===== src/logic/plrp_pkg.sv =====
// Package of constants and types for the LED, reset and power-down pin block
package plrp_pkg;

  // ****************************************************************
  // Clock and timing
  // ****************************************************************
  localparam int CLK_PERIOD_NS  = 40;
  localparam int RST_MIN_NS     = 1000;
  localparam int RST_MIN_CYC    = (RST_MIN_NS + CLK_PERIOD_NS - 1) / CLK_PERIOD_NS;
  localparam int BLINK_HALF_NS  = 50000000;
  localparam int BLINK_HALF_CYC = BLINK_HALF_NS / CLK_PERIOD_NS;
  localparam int STRAP_SETTLE   = 3;

  // ****************************************************************
  // Bus geometry
  // ****************************************************************
  localparam int AXI_ADDR_W = 12;
  localparam int AXI_DATA_W = 32;
  localparam int REG_W      = 16;
  localparam int IRQ_N      = 3;

  // ****************************************************************
  // Register indices; byte address is four times the index
  // ****************************************************************
  localparam logic [9:0] IDX_MULTI_PURPOSE_LED_CTRL = 10'h025;
  localparam logic [9:0] IDX_REGUL     = 10'h0d0;
  localparam logic [9:0] IDX_PIN_CTRL  = 10'h030;
  localparam logic [9:0] IDX_IRQ_STAT  = 10'h031;
  localparam logic [9:0] IDX_IRQ_MASK  = 10'h032;
  localparam logic [9:0] IDX_STRAPS    = 10'h033;

  // ****************************************************************
  // Field positions and reset values
  // ****************************************************************
  localparam int MULTI_PURPOSE_LED_ROUTE_BIT   = 0;
  localparam int MULTI_PURPOSE_LED_MODE_BIT    = 1;
  localparam int REGUL_OFF_BIT    = 0;
  localparam int PIN_FUNC_IRQ_BIT = 0;
  localparam int STRAP_AN0_BIT    = 0;
  localparam int STRAP_ADDR0_BIT  = 1;
  localparam int IRQ_LINK_UP      = 0;
  localparam int IRQ_LINK_DOWN    = 1;
  localparam int IRQ_ACT          = 2;

  localparam logic [REG_W-1:0] MULTI_PURPOSE_LED_CTRL_RST = 16'h0000;
  localparam logic [REG_W-1:0] REGUL_RST     = 16'h0000;
  localparam logic [REG_W-1:0] PIN_CTRL_RST  = 16'h0000;
  localparam logic [IRQ_N-1:0] IRQ_MASK_RST  = 3'h0;

  localparam logic [1:0] RESP_OKAY   = 2'h0;
  localparam logic [1:0] RESP_SLVERR = 2'h2;

  typedef enum logic [2:0] {
    SEL_NONE  = 3'h0,
    SEL_MULTI_PURPOSE_LED  = 3'h1,
    SEL_REGUL = 3'h2,
    SEL_PIN   = 3'h3,
    SEL_STAT  = 3'h4,
    SEL_MASK  = 3'h5,
    SEL_STRAP = 3'h6
  } plrp_sel_e;

  // Pin-side outputs that travel together
  typedef struct packed {
    logic link_status_led;
    logic col_pin;
    logic irq_or_sleep_out;
    logic irq_or_sleep_oe;
  } plrp_pins_s;

endpackage


===== src/logic/plrp_blink.sv =====
// Activity blink generator: square wave while enabled, steady on otherwise
`timescale 1ns/100ps
module plrp_blink
  import plrp_pkg::*;
#(
  parameter int HALF_CYC = BLINK_HALF_CYC
)
(
  input  wire logic clk_sys_i,
  input  wire logic rst_i,
  input  wire logic en_i,
  output logic      phase_o
);

  typedef struct packed {
    logic [31:0] cnt;
    logic        phase;
  } plrp_blink_s;

  plrp_blink_s st_reg;
  plrp_blink_s st_next;

  if (HALF_CYC < 2)
  begin : g_chk
    $error("plrp_blink: HALF_CYC must be at least 2");
  end

  always_comb
  begin
    st_next = st_reg;
    if (!en_i)
    begin
      // Idle restarts the cycle so the next burst starts with a visible off edge
      st_next.cnt   = 32'h0;
      st_next.phase = 1'b1;
    end
    else if (st_reg.cnt == 32'(HALF_CYC - 1))
    begin
      st_next.cnt   = 32'h0;
      st_next.phase = ~st_reg.phase;
    end
    else
    begin
      st_next.cnt = st_reg.cnt + 32'h1;
    end
  end

  always_ff @(posedge clk_sys_i or posedge rst_i)
  begin
    if (rst_i)
    begin
      st_reg <= '{cnt: 32'h0, phase: 1'b1};
    end
    else
    begin
      st_reg <= st_next;
    end
  end

  assign phase_o = st_reg.phase;

endmodule // plrp_blink


===== src/logic/plrp_top.sv =====
// LED output, LED routing, hardware reset, strap capture and shared interrupt/power-down pin
//
// Added by the designer: the AXI4-Lite register port.
`timescale 1ns/100ps

// Operation
// - In LED mode one the link LED is on while the link is up and off while it is down.
// - In LED mode two the LED is on while the link is up and blinks while there is transmit or receive activity.
// - The multi-purpose LED goes to the link LED pin or to the collision pin as the LED control register selects.
// - A low level on the hardware reset pin returns every register to its default value.
// - During a hardware reset the strap pins are sampled again and their options applied.
// - After reset the shared pin is a power-down input until a register write selects the interrupt function.
// - In power-down function a low level on the shared pin puts the device into power-down.
// - In interrupt function the shared pin is pulled low while an enabled interrupt is pending.
// - In interrupt function the shared pin is only ever driven low, never high.
// - A write to the regulator control register can switch off the internal regulator.
module plrp_top
  import plrp_pkg::*;
#(
  parameter int BLINK_CYC = BLINK_HALF_CYC
)
(
  input  wire logic                  clk_sys_i,
  input  wire logic                  rst_i,
  // AXI4-Lite slave
  input  wire logic [AXI_ADDR_W-1:0] s_axi_awaddr_i,
  input  wire logic                  s_axi_awvalid_i,
  output logic                       s_axi_awready_o,
  input  wire logic [AXI_DATA_W-1:0] s_axi_wdata_i,
  input  wire logic [3:0]            s_axi_wstrb_i,
  input  wire logic                  s_axi_wvalid_i,
  output logic                       s_axi_wready_o,
  output logic [1:0]                 s_axi_bresp_o,
  output logic                       s_axi_bvalid_o,
  input  wire logic                  s_axi_bready_i,
  input  wire logic [AXI_ADDR_W-1:0] s_axi_araddr_i,
  input  wire logic                  s_axi_arvalid_i,
  output logic                       s_axi_arready_o,
  output logic [AXI_DATA_W-1:0]      s_axi_rdata_o,
  output logic [1:0]                 s_axi_rresp_o,
  output logic                       s_axi_rvalid_o,
  input  wire logic                  s_axi_rready_i,
  // Status from the transceiver core, same clock
  input  wire logic                  link_up_i,
  input  wire logic                  activity_i,
  input  wire logic                  collision_i,
  // Pins
  input  wire logic                  hw_reset_n_i,
  input  wire logic                  autoneg_strap_bit0_i,
  input  wire logic                  station_addr_strap_bit0_i,
  input  wire logic                  irq_or_sleep_in_i,
  output plrp_pins_s                 pins_o,
  // Core controls
  output logic                       power_down_o,
  output logic                       regulator_off_o,
  output logic                       autoneg_strap_o,
  output logic                       station_addr_strap_o,
  output logic                       irq_o
);

  // ****************************************************************
  // State
  // ****************************************************************
  typedef struct packed {
    logic [2:0]            rst_sync;
    logic                  rst_n_flt;
    logic [2:0]            pd_sync;
    logic                  pd_n_flt;
    logic [2:0]            an_sync;
    logic                  an_flt;
    logic [2:0]            ad_sync;
    logic                  ad_flt;
    logic [1:0]            strap_cnt;
    logic                  an_strap;
    logic                  ad_strap;
    logic                  aw_got;
    logic [AXI_ADDR_W-1:0] aw_addr;
    logic                  w_got;
    logic [AXI_DATA_W-1:0] wdata;
    logic [3:0]            wstrb;
    logic                  bvalid;
    logic [1:0]            bresp;
    logic                  rvalid;
    logic [AXI_DATA_W-1:0] rdata;
    logic [1:0]            rresp;
    logic [REG_W-1:0]      multi_purpose_led_ctrl;
    logic [REG_W-1:0]      regul;
    logic [REG_W-1:0]      pin_ctrl;
    logic [IRQ_N-1:0]      irq_stat;
    logic [IRQ_N-1:0]      irq_mask;
    logic                  link_q;
    logic                  act_q;
    plrp_pins_s            pins;
  } plrp_state_s;

  plrp_state_s st_reg;
  plrp_state_s st_next;

  logic blink_phase;
  logic led_sig;

  if (BLINK_CYC < 2)
  begin : g_chk
    $error("plrp_top: BLINK_CYC must be at least 2");
  end

  // ****************************************************************
  // Helpers
  // ****************************************************************
  function automatic plrp_sel_e decode(input logic [AXI_ADDR_W-1:0] addr);
    plrp_sel_e sel;
    unique case (addr[AXI_ADDR_W-1:2])
      IDX_MULTI_PURPOSE_LED_CTRL: sel = SEL_MULTI_PURPOSE_LED;
      IDX_REGUL:     sel = SEL_REGUL;
      IDX_PIN_CTRL:  sel = SEL_PIN;
      IDX_IRQ_STAT:  sel = SEL_STAT;
      IDX_IRQ_MASK:  sel = SEL_MASK;
      IDX_STRAPS:    sel = SEL_STRAP;
      default:       sel = SEL_NONE;
    endcase
    return sel;
  endfunction

  function automatic logic [REG_W-1:0] merge16(input logic [REG_W-1:0] old,
                                               input logic [AXI_DATA_W-1:0] data,
                                               input logic [3:0] strb);
    logic [REG_W-1:0] res;
    res = old;
    if (strb[0])
    begin
      res[7:0] = data[7:0];
    end
    if (strb[1])
    begin
      res[15:8] = data[15:8];
    end
    return res;
  endfunction

  // Three-stage pin synchroniser; the filtered level moves only when stages two and three agree
  function automatic logic [3:0] sync3(input logic [2:0] sh, input logic flt, input logic pin);
    logic [2:0] nsh;
    logic       nflt;
    nsh  = {sh[1:0], pin};
    nflt = (sh[1] == sh[2]) ? sh[2] : flt;
    return {nsh, nflt};
  endfunction

  // ****************************************************************
  // Blink generator
  // ****************************************************************
  plrp_blink #(
    .HALF_CYC (BLINK_CYC)
  ) u_blink (
    .clk_sys_i (clk_sys_i),
    .rst_i     (rst_i),
    .en_i      (link_up_i & activity_i),
    .phase_o   (blink_phase)
  );

  // ****************************************************************
  // Next state
  // ****************************************************************
  always_comb
  begin
    plrp_sel_e        wsel;
    plrp_sel_e        rsel;
    logic             do_wr;
    logic [IRQ_N-1:0] ev;
    logic [IRQ_N-1:0] w1c;
    logic             irq_pend;
    logic             route_col;
    st_next  = st_reg;
    wsel     = SEL_NONE;
    rsel     = SEL_NONE;
    do_wr    = 1'b0;
    ev       = '0;
    w1c      = '0;
    irq_pend = 1'b0;
    route_col = 1'b0;
    led_sig  = 1'b0;

    {st_next.rst_sync, st_next.rst_n_flt} = sync3(st_reg.rst_sync, st_reg.rst_n_flt, hw_reset_n_i);
    {st_next.pd_sync, st_next.pd_n_flt}   = sync3(st_reg.pd_sync, st_reg.pd_n_flt, irq_or_sleep_in_i);
    {st_next.an_sync, st_next.an_flt}     = sync3(st_reg.an_sync, st_reg.an_flt, autoneg_strap_bit0_i);
    {st_next.ad_sync, st_next.ad_flt}     = sync3(st_reg.ad_sync, st_reg.ad_flt, station_addr_strap_bit0_i);

    // Write channel: address and data taken in either order, response after both
    if (s_axi_awvalid_i && !st_reg.aw_got)
    begin
      st_next.aw_got  = 1'b1;
      st_next.aw_addr = s_axi_awaddr_i;
    end
    if (s_axi_wvalid_i && !st_reg.w_got)
    begin
      st_next.w_got = 1'b1;
      st_next.wdata = s_axi_wdata_i;
      st_next.wstrb = s_axi_wstrb_i;
    end
    if (st_reg.aw_got && st_reg.w_got && !st_reg.bvalid)
    begin
      wsel           = decode(st_reg.aw_addr);
      do_wr          = 1'b1;
      st_next.aw_got = 1'b0;
      st_next.w_got  = 1'b0;
      st_next.bvalid = 1'b1;
      st_next.bresp  = (wsel == SEL_NONE) ? RESP_SLVERR : RESP_OKAY;
    end
    if (st_reg.bvalid && s_axi_bready_i)
    begin
      st_next.bvalid = 1'b0;
    end

    if (do_wr)
    begin
      unique case (wsel)
        SEL_MULTI_PURPOSE_LED:  st_next.multi_purpose_led_ctrl = merge16(st_reg.multi_purpose_led_ctrl, st_reg.wdata, st_reg.wstrb);
        SEL_REGUL: st_next.regul     = merge16(st_reg.regul, st_reg.wdata, st_reg.wstrb);
        SEL_PIN:   st_next.pin_ctrl  = merge16(st_reg.pin_ctrl, st_reg.wdata, st_reg.wstrb);
        SEL_STAT:  w1c = st_reg.wdata[IRQ_N-1:0] & {IRQ_N{st_reg.wstrb[0]}};
        SEL_MASK:
        begin
          if (st_reg.wstrb[0])
          begin
            st_next.irq_mask = st_reg.wdata[IRQ_N-1:0];
          end
        end
        SEL_STRAP: ;
        SEL_NONE:  ;
      endcase
    end

    // Read channel: one word in flight, answer one cycle after the address is taken
    if (s_axi_arvalid_i && !st_reg.rvalid)
    begin
      rsel           = decode(s_axi_araddr_i);
      st_next.rvalid = 1'b1;
      st_next.rresp  = (rsel == SEL_NONE) ? RESP_SLVERR : RESP_OKAY;
      st_next.rdata  = '0;
      unique case (rsel)
        SEL_MULTI_PURPOSE_LED:  st_next.rdata[REG_W-1:0] = st_reg.multi_purpose_led_ctrl;
        SEL_REGUL: st_next.rdata[REG_W-1:0] = st_reg.regul;
        SEL_PIN:   st_next.rdata[REG_W-1:0] = st_reg.pin_ctrl;
        SEL_STAT:  st_next.rdata[IRQ_N-1:0] = st_reg.irq_stat;
        SEL_MASK:  st_next.rdata[IRQ_N-1:0] = st_reg.irq_mask;
        SEL_STRAP:
        begin
          st_next.rdata[STRAP_AN0_BIT]   = st_reg.an_strap;
          st_next.rdata[STRAP_ADDR0_BIT] = st_reg.ad_strap;
        end
        SEL_NONE:  ;
      endcase
    end
    else if (st_reg.rvalid && s_axi_rready_i)
    begin
      st_next.rvalid = 1'b0;
    end

    // Interrupt events; a set in the same cycle as its clear wins
    st_next.link_q     = link_up_i;
    st_next.act_q      = activity_i;
    ev[IRQ_LINK_UP]    = link_up_i & ~st_reg.link_q;
    ev[IRQ_LINK_DOWN]  = ~link_up_i & st_reg.link_q;
    ev[IRQ_ACT]        = activity_i & ~st_reg.act_q;
    for (int i = 0; i < IRQ_N; i++)
    begin
      st_next.irq_stat[i] = ev[i] | (st_reg.irq_stat[i] & ~w1c[i]);
    end

    // Straps follow the pins while the reset pin is low and for a few cycles after power-on
    if (st_reg.strap_cnt != 2'h0)
    begin
      st_next.strap_cnt = st_reg.strap_cnt - 2'h1;
      st_next.an_strap  = st_reg.an_flt;
      st_next.ad_strap  = st_reg.ad_flt;
    end

    // Hardware reset pin overrides everything software did
    if (!st_reg.rst_n_flt)
    begin
      st_next.multi_purpose_led_ctrl = MULTI_PURPOSE_LED_CTRL_RST;
      st_next.regul     = REGUL_RST;
      st_next.pin_ctrl  = PIN_CTRL_RST;
      st_next.irq_mask  = IRQ_MASK_RST;
      st_next.irq_stat  = '0;
      st_next.strap_cnt = 2'(STRAP_SETTLE);
      st_next.an_strap  = st_reg.an_flt;
      st_next.ad_strap  = st_reg.ad_flt;
    end

    // LED function and routing, registered onto the pins
    if (st_reg.multi_purpose_led_ctrl[MULTI_PURPOSE_LED_MODE_BIT])
    begin
      led_sig = link_up_i & blink_phase;
    end
    else
    begin
      led_sig = link_up_i;
    end
    route_col = st_reg.multi_purpose_led_ctrl[MULTI_PURPOSE_LED_ROUTE_BIT];
    st_next.pins.link_status_led = route_col ? 1'b0 : led_sig;
    st_next.pins.col_pin         = route_col ? led_sig : collision_i;

    // Shared pin: open-drain low only, the weak pull-up supplies the high level
    irq_pend = |(st_reg.irq_stat & st_reg.irq_mask);
    st_next.pins.irq_or_sleep_out = 1'b0;
    st_next.pins.irq_or_sleep_oe  = st_reg.pin_ctrl[PIN_FUNC_IRQ_BIT] & irq_pend;
  end

  // ****************************************************************
  // Registers
  // ****************************************************************
  always_ff @(posedge clk_sys_i or posedge rst_i)
  begin
    if (rst_i)
    begin
      st_reg           <= '0;
      // Power-on acts as a held reset pin until the synchroniser has seen the pin, so straps latch real levels
      st_reg.rst_sync  <= 3'h0;
      st_reg.rst_n_flt <= 1'b0;
      st_reg.pd_sync   <= 3'h7;
      st_reg.pd_n_flt  <= 1'b1;
      st_reg.strap_cnt <= 2'(STRAP_SETTLE);
      st_reg.multi_purpose_led_ctrl <= MULTI_PURPOSE_LED_CTRL_RST;
      st_reg.regul     <= REGUL_RST;
      st_reg.pin_ctrl  <= PIN_CTRL_RST;
      st_reg.irq_mask  <= IRQ_MASK_RST;
    end
    else
    begin
      st_reg <= st_next;
    end
  end

  // ****************************************************************
  // Outputs
  // ****************************************************************
  assign s_axi_awready_o      = ~st_reg.aw_got;
  assign s_axi_wready_o       = ~st_reg.w_got;
  assign s_axi_bvalid_o       = st_reg.bvalid;
  assign s_axi_bresp_o        = st_reg.bresp;
  assign s_axi_arready_o      = ~st_reg.rvalid;
  assign s_axi_rvalid_o       = st_reg.rvalid;
  assign s_axi_rdata_o        = st_reg.rdata;
  assign s_axi_rresp_o        = st_reg.rresp;
  assign pins_o               = st_reg.pins;
  assign power_down_o         = ~st_reg.pin_ctrl[PIN_FUNC_IRQ_BIT] & ~st_reg.pd_n_flt;
  assign regulator_off_o      = st_reg.regul[REGUL_OFF_BIT];
  assign autoneg_strap_o      = st_reg.an_strap;
  assign station_addr_strap_o = st_reg.ad_strap;
  assign irq_o                = |(st_reg.irq_stat & st_reg.irq_mask);

endmodule // plrp_top


===== config.mk =====
export PLATFORM = sky130hd
export DESIGN_NAME = plrp_top
export DESIGN_NICKNAME = d
export VERILOG_FILES = /design/src/logic/plrp_pkg.sv /design/src/logic/plrp_blink.sv /design/src/logic/plrp_top.sv
export SDC_FILE = /design/constraint.sdc
export NUM_CORES = 1
export LEC_CHECK = 0
export ABC_AREA = 1
export BUFFER_PORTS_ARGS = -buffer_cell sky130_fd_sc_hd__buf_2
export CAP_MARGIN = 10
export CORE_UTILIZATION = 40
export DETAILED_ROUTE_END_ITERATION = 10
export HOLD_SLACK_MARGIN = 0.03
export PLACE_DENSITY = 0.57
export SLEW_MARGIN = 20
export SYNTH_ARGS = -nofsm -noshare
export SYNTH_HDL_FRONTEND = slang
export SYNTH_SLANG_ARGS = --single-unit

===== constraint.sdc =====
create_clock -name clk_sys_i -period 6.6 [get_ports clk_sys_i]
set_input_delay 0.33 -clock clk_sys_i [delete_from_list [all_inputs] [get_ports clk_sys_i]]
set_output_delay 0.33 -clock clk_sys_i [all_outputs]
set_load 0.05 [all_outputs]

Word level (Yosys, flattened, before mapping) --
Cells that the tools add are included.
Cells by class: reductions and logical operators 26, equality and inequality tests 37, bitwise logic cells 27, $add $sub $neg 2, multiplexer cells 39
Operators by type and width (count):
- $eq A10 B6 Y1 const B | 10
- $mux W54 | 1
- $mux W16 | 3
- $mux W48 | 1
- $pmux W13 S3 | 1
- $mux W37 | 1
- $pmux W3 S6 | 2
- $mux W33 | 1
- $add A32 B1 Y32 const B | 1
- $eq A32 B21 Y1 const B | 1
- $mux W32 | 1
- $mux W3 | 9
- $reduce_and A3 Y1 | 7
- $eq A10 B8 Y1 const B | 2
- $mux W8 | 2
- $eq A3 B3 Y1 const B | 5
- $mux W13 | 1
- $eq A3 B2 Y1 const B | 4
- $ne A2 B1 Y1 const B | 6
- $not A1 Y1 | 12
- $pmux W2 S6 | 1
- $and A1 B1 Y1 | 10
- $mux W1 | 10
- $reduce_bool A2 Y1 | 5
- 13 further kinds | 34
Storage, ports and cells: input bits 74, output and inout bits 50, bits in registers 184, word-level logic and storage cells 167

Depth between registers and ports, before layout --
depth in word-level cells 11, depth in mapped cells 12, mapped depth without buffers 11

Modules after synthesis --
Synthesis repeated with hierarchy kept, for this count alone.
Unflattened totals: cells, all modules 1033, area total of the unflattened synthesis 8157.8 um^2
Modules (own cells, without submodules):
- plrp_top | area an instance 6054.6 um^2, sequential area each 3235.6 um^2, cells an instance 708, times used 1
- plrp_blink | area an instance 2103.3 um^2, sequential area each 827.0 um^2, cells an instance 325, times used 1

Worst setup path before layout --
No wires, ideal clock.
kind reg-to-reg, from register st_reg (netlist bit s_axi_rvalid_o), to register st_reg (netlist bit s_axi_rvalid_o), clock period less this slack 1.918 ns, setup slack 4.682 ns, buffers on the path 2, cell stages (with the launch flop) 6, library setup time 0.142 ns, required time 6.458 ns, arrival 1.776 ns, cell sequence dfrtp_1 inv_1 nand2_1 clkbuf_1 clkbuf_1 o21ai_0
Between the ends: word-level cells in the longest chain between the ends 3, elaborated cells between the ends (all ways) 5, those cells by class mux: 1; reduce/logical: 4
Ends and longest elaborated chain:
- from (decl) | RTL line plrp_top.sv:96 | plrp_state_s st_reg;
- from (signal assigned) | RTL line plrp_top.sv:331 | st_reg <= st_next;
- $logic_not A1 Y1 | RTL line plrp_top.sv:234 | if (s_axi_arvalid_i && !st_reg.rvalid)
- $logic_and A1 B1 Y1 | RTL line plrp_top.sv:234
- $mux W1 or $reduce_bool A2 Y1 (tied branches)
Parallel ways exist; a longest one is shown, timed or not. A chain may end at the register's enable or synchronous reset.

Worst setup path in the final report --
from input s_axi_araddr_i[11], to register st_reg (netlist bit s_axi_rdata_o[0])
Between the ends: word-level cells in the longest chain between the ends 5, elaborated cells between the ends (all ways) 15, those cells by class eq/ne: 12; mux: 3
Ends and longest elaborated chain:
- from (decl) | RTL line plrp_top.sv:36 | input wire logic [AXI_ADDR_W-1:0] s_axi_araddr_i,
- $eq A10 B6 Y1 or $eq A10 B8 Y1 (tied branches) | RTL line plrp_top.sv:112 | unique case (addr[AXI_ADDR_W-1:2])
- $pmux W3 S6 * | RTL line plrp_top.sv:112
- $mux W3 * | RTL line plrp_top.sv:234
- $eq A3 B3 Y1, or another cell as far along | RTL line plrp_top.sv:240 | unique case (rsel)
- $pmux W2 S6 * | RTL line plrp_top.sv:240
Every way passes the cells marked *; elsewhere a longest branch is shown, timed or not. The select of a mux whose other input is x is not followed.

==> key figures <==
Die
  • Initial Util: 0.413
  • CORE AREA: 19700 sq um
  • Die Wd: 144 microns
  • Row cnt: 51
  • Ports: 124
  • Die H: 144 microns
  • Die area: 20800 sq um

Global routing
  • Tot GR Track Use: 0.178
  • Total grt overflow: 0
  • Largest net degree at the start of global routing: 100
  • Global-route wire length before repair: 28500 microns
  • Initial antenna violation count: 0
  • Vias in the first global route: 5655

Yosys
  • Proportion of synthesized area in mux cells: 0.0236
  • Post-Synth Simple-Gate Area: 0.261
  • Ys Warns: 0
  • Area contributors post-synth: dfrtp_1 (48%), nand2_1 (11%), nor2_1 (4.9%)
  • Largest family of logic cells by synthesized area: simple AND/OR/NAND/NOR gates
  • Sequential fraction of the synthesis area: 0.501
  • Post-synthesis average cell area: 8.73 sq um
  • Most frequent cell after synthesis: nand2_1
  • Post-synthesis cell count: 929
  • Cell accounting for the most synthesized area: dfrtp_1
  • Main synth FF type: dfrtp_1
  • Synth Area in Adders: 0.00802
  • Mapped cell area: 8110 sq um
  • Post-synth top cells: nand2_1 (233), dfrtp_1 (155), nor2_1 (105)
  • Number of synthesized flops with an enable pin: 0
  • Register bit total from synthesis: 162
  • Synth top area share: 0.478
  • Compound-Gate Fraction of Synth Area: 0.0753
  • Synth cell types: 41
  • Post-synth ARST share: 1.00
  • Synth Area in XOR/XNOR: 0.0259

Worst setup path
  • CP endpoint kind: flop
  • R2r startpoint: st_reg[164]
  • Critical Path AT: 2.50 ns
  • Worst setup SP type: input pin
  • Largest fanout on the critical path: 17
  • Setup crit start: s_axi_araddr_i[11]
  • CP required: 6.95 ns
  • Critical path class: in -> reg

Placement
  • DP HPWL: 12200 microns
  • Placer congestion estimate: 0.872
  • I/O Buffers: 82

Clock tree
  • Clock slew at reported path FFs: 0.06 ns
  • Postcts setup bufs: 0
  • Clock latency at the later pin of the worst-skew pair: 0.42 ns
  • CTS buffer count: 17
  • H-tree Lvls: 4
  • CTS root buffer: clkbuf_16
  • TritonCTS Sinks: 162
  • Clk buf depth: 2
  • CTS tree: built
  • PostCTS Resize Cnt: 0

Min path
  • Type of the worst min-delay path: in -> reg
  • Hold path startpoint: activity_i

Layout
  • ANT cells: 0
  • Max FFs per register: 95
  • Share of layout cells above drive strength 1: 0.215
  • Nets: 1067
  • Syn-to-layout area delta: 12.1%

STA
  • Actual slew at the worst max-slew pin: 0.938 ns
  • Setup Skew: 0.0115 ns
  • Final period demand of the worst path: 2.15 ns
  • Max-slew violations: 0
  • Setup violations, final: 0
  • RSZ-0062 raised after global routing: no
  • Hold Fails Final Rpt: 0
  • Fin crit share: 0.325
  • Maximum clock frequency: 466 MHz
  • Setup TNS: 0 ns
  • Slew margin rel.: 0.373

Routing
  • Drt pass-1 iters: 4
  • Routed WL: 17200 microns
  • Routed vias: 5879
  • Drt drc: 0
  • DRT iter0 DRCs: 307
  • Routed length per placed instance: 13.6 microns
  • Vias per cell: 4.63
  • Antenna viol nets, final: 0

Pwr
  • Leak: 0.00431 uW
  • Pwr Density: 343 nW/um^2
  • Power, Total: 3120 uW
  • Worst VDD drop: 200 uV

Status
  • Status: completed

Job
  • Max Cap Viol: 0
## metal layers
| layer | vias up | track usage | wire length [microns] |
|---|---|---|---|
| met5 | - | 0 | 0 |
| met4 | 0 | 0.0482 | 117 |
| met3 | 10 | 0.0344 | 562 |
| met2 | 101 | 0.281 | 7890 |
| met1 | 2717 | 0.249 | 8640 |
| li1 | 3051 | - | - |
## final timing paths
check,to,slack [ns],cells past startpoint
worst min-delay path,st_reg[4],0.08,1
worst min register to register,st_next[159],0.35,0
worst max-delay path,s_axi_rdata_o[0],4.45,8
max in group asynchronous,st_reg[134],5.18,3
min in group asynchronous,st_next[155],0.09,2
worst max register to register,st_reg[32],4.77,5
## final cells by class
| cell class | instances | area (sq um) |
|---|---|---|
| sequential | 162 | 4060 |
| multi-input combinational | 628 | 3270 |
| fill | 1972 | 10600 |
| tap | 265 | 332 |
| timing repair buffer | 88 | 465 |
| clock inverter | 12 | 146 |
| clock buffer | 20 | 457 |
| inverter | 94 | 359 |
## repair_timing
item	CTS	global route
hold endpoints to repair	4	0
endpoints found under the setup margin	0	0
hold buffers	4	0
## placed cells by master (no fill, tap or decap), types with 4 or more instances in the layout
cell,synthesis,final
nor2_1,105,105
xnor2_1,7,7
o21ai_1,10,10
nand3b_1,16,16
inv_6,0,6
nand3_1,31,31
xor2_1,17,17
buf_2,6,82
conb_1,1,19
nand3_2,6,6
o21ai_2,32,32
dfrtp_1,155,155
o21ai_0,35,35
mux2_2,17,17
nor4_1,4,4
nor2_2,5,5
dfstp_2,7,7
dlygate4sd3_1,0,4
nand2_1,233,233
nand2_2,10,10
clkinv_4,0,4
inv_2,5,5
nand4_1,16,16
nor3_1,22,22
inv_1,88,87
clkbuf_16,0,17
a21oi_1,18,18
nand2_4,8,8
maj3_1,4,4
## worst max-delay path, cell delays in order
cell and delay, ns:
buf_2 0.09, nor2_1 0.64, nand3_1 0.73, o21ai_0 0.41
nor2_1 0.09, nand2_1 0.07, nand2_1 0.05, nand2_1 0.07
## stage by stage
stage,hold slack [ns],instance area [sq um],std cells,util,setup WS [ns]
6_report,0.0793,9090,1269,0.463,4.45
5_1_grt,0.0684,9090,1269,0.463,4.20
4_1_cts,0.0609,9090,1269,0.463,4.48
3_5_place_dp,0.335,8450,1233,0.430,4.03
3_3_place_gp,0.334,8450,1233,0.430,4.04
2_1_floorplan,0.331,8180,947,-,1.90
## report_power, final
part           leakage (uW)  switching (uW)  internal [uW]  total [uW]
Sequential          0.00207             137           1240        1370
Clock              0.000293             421            587        1010
Combinational       0.00195             494            241         735
Total               0.00431            1050           2070        3120
## logic make-up after synthesis
logic type / count (synthesis)
adders and majority gates: 6
DFF: 162
muxes: 17
and+or+nand+nor: 465
buffers and inverters: 157
AOI/OAI and AO/OA: 97
other: 1
xor gates and xnor gates: 24
Power figures use the tool's default switching activity.
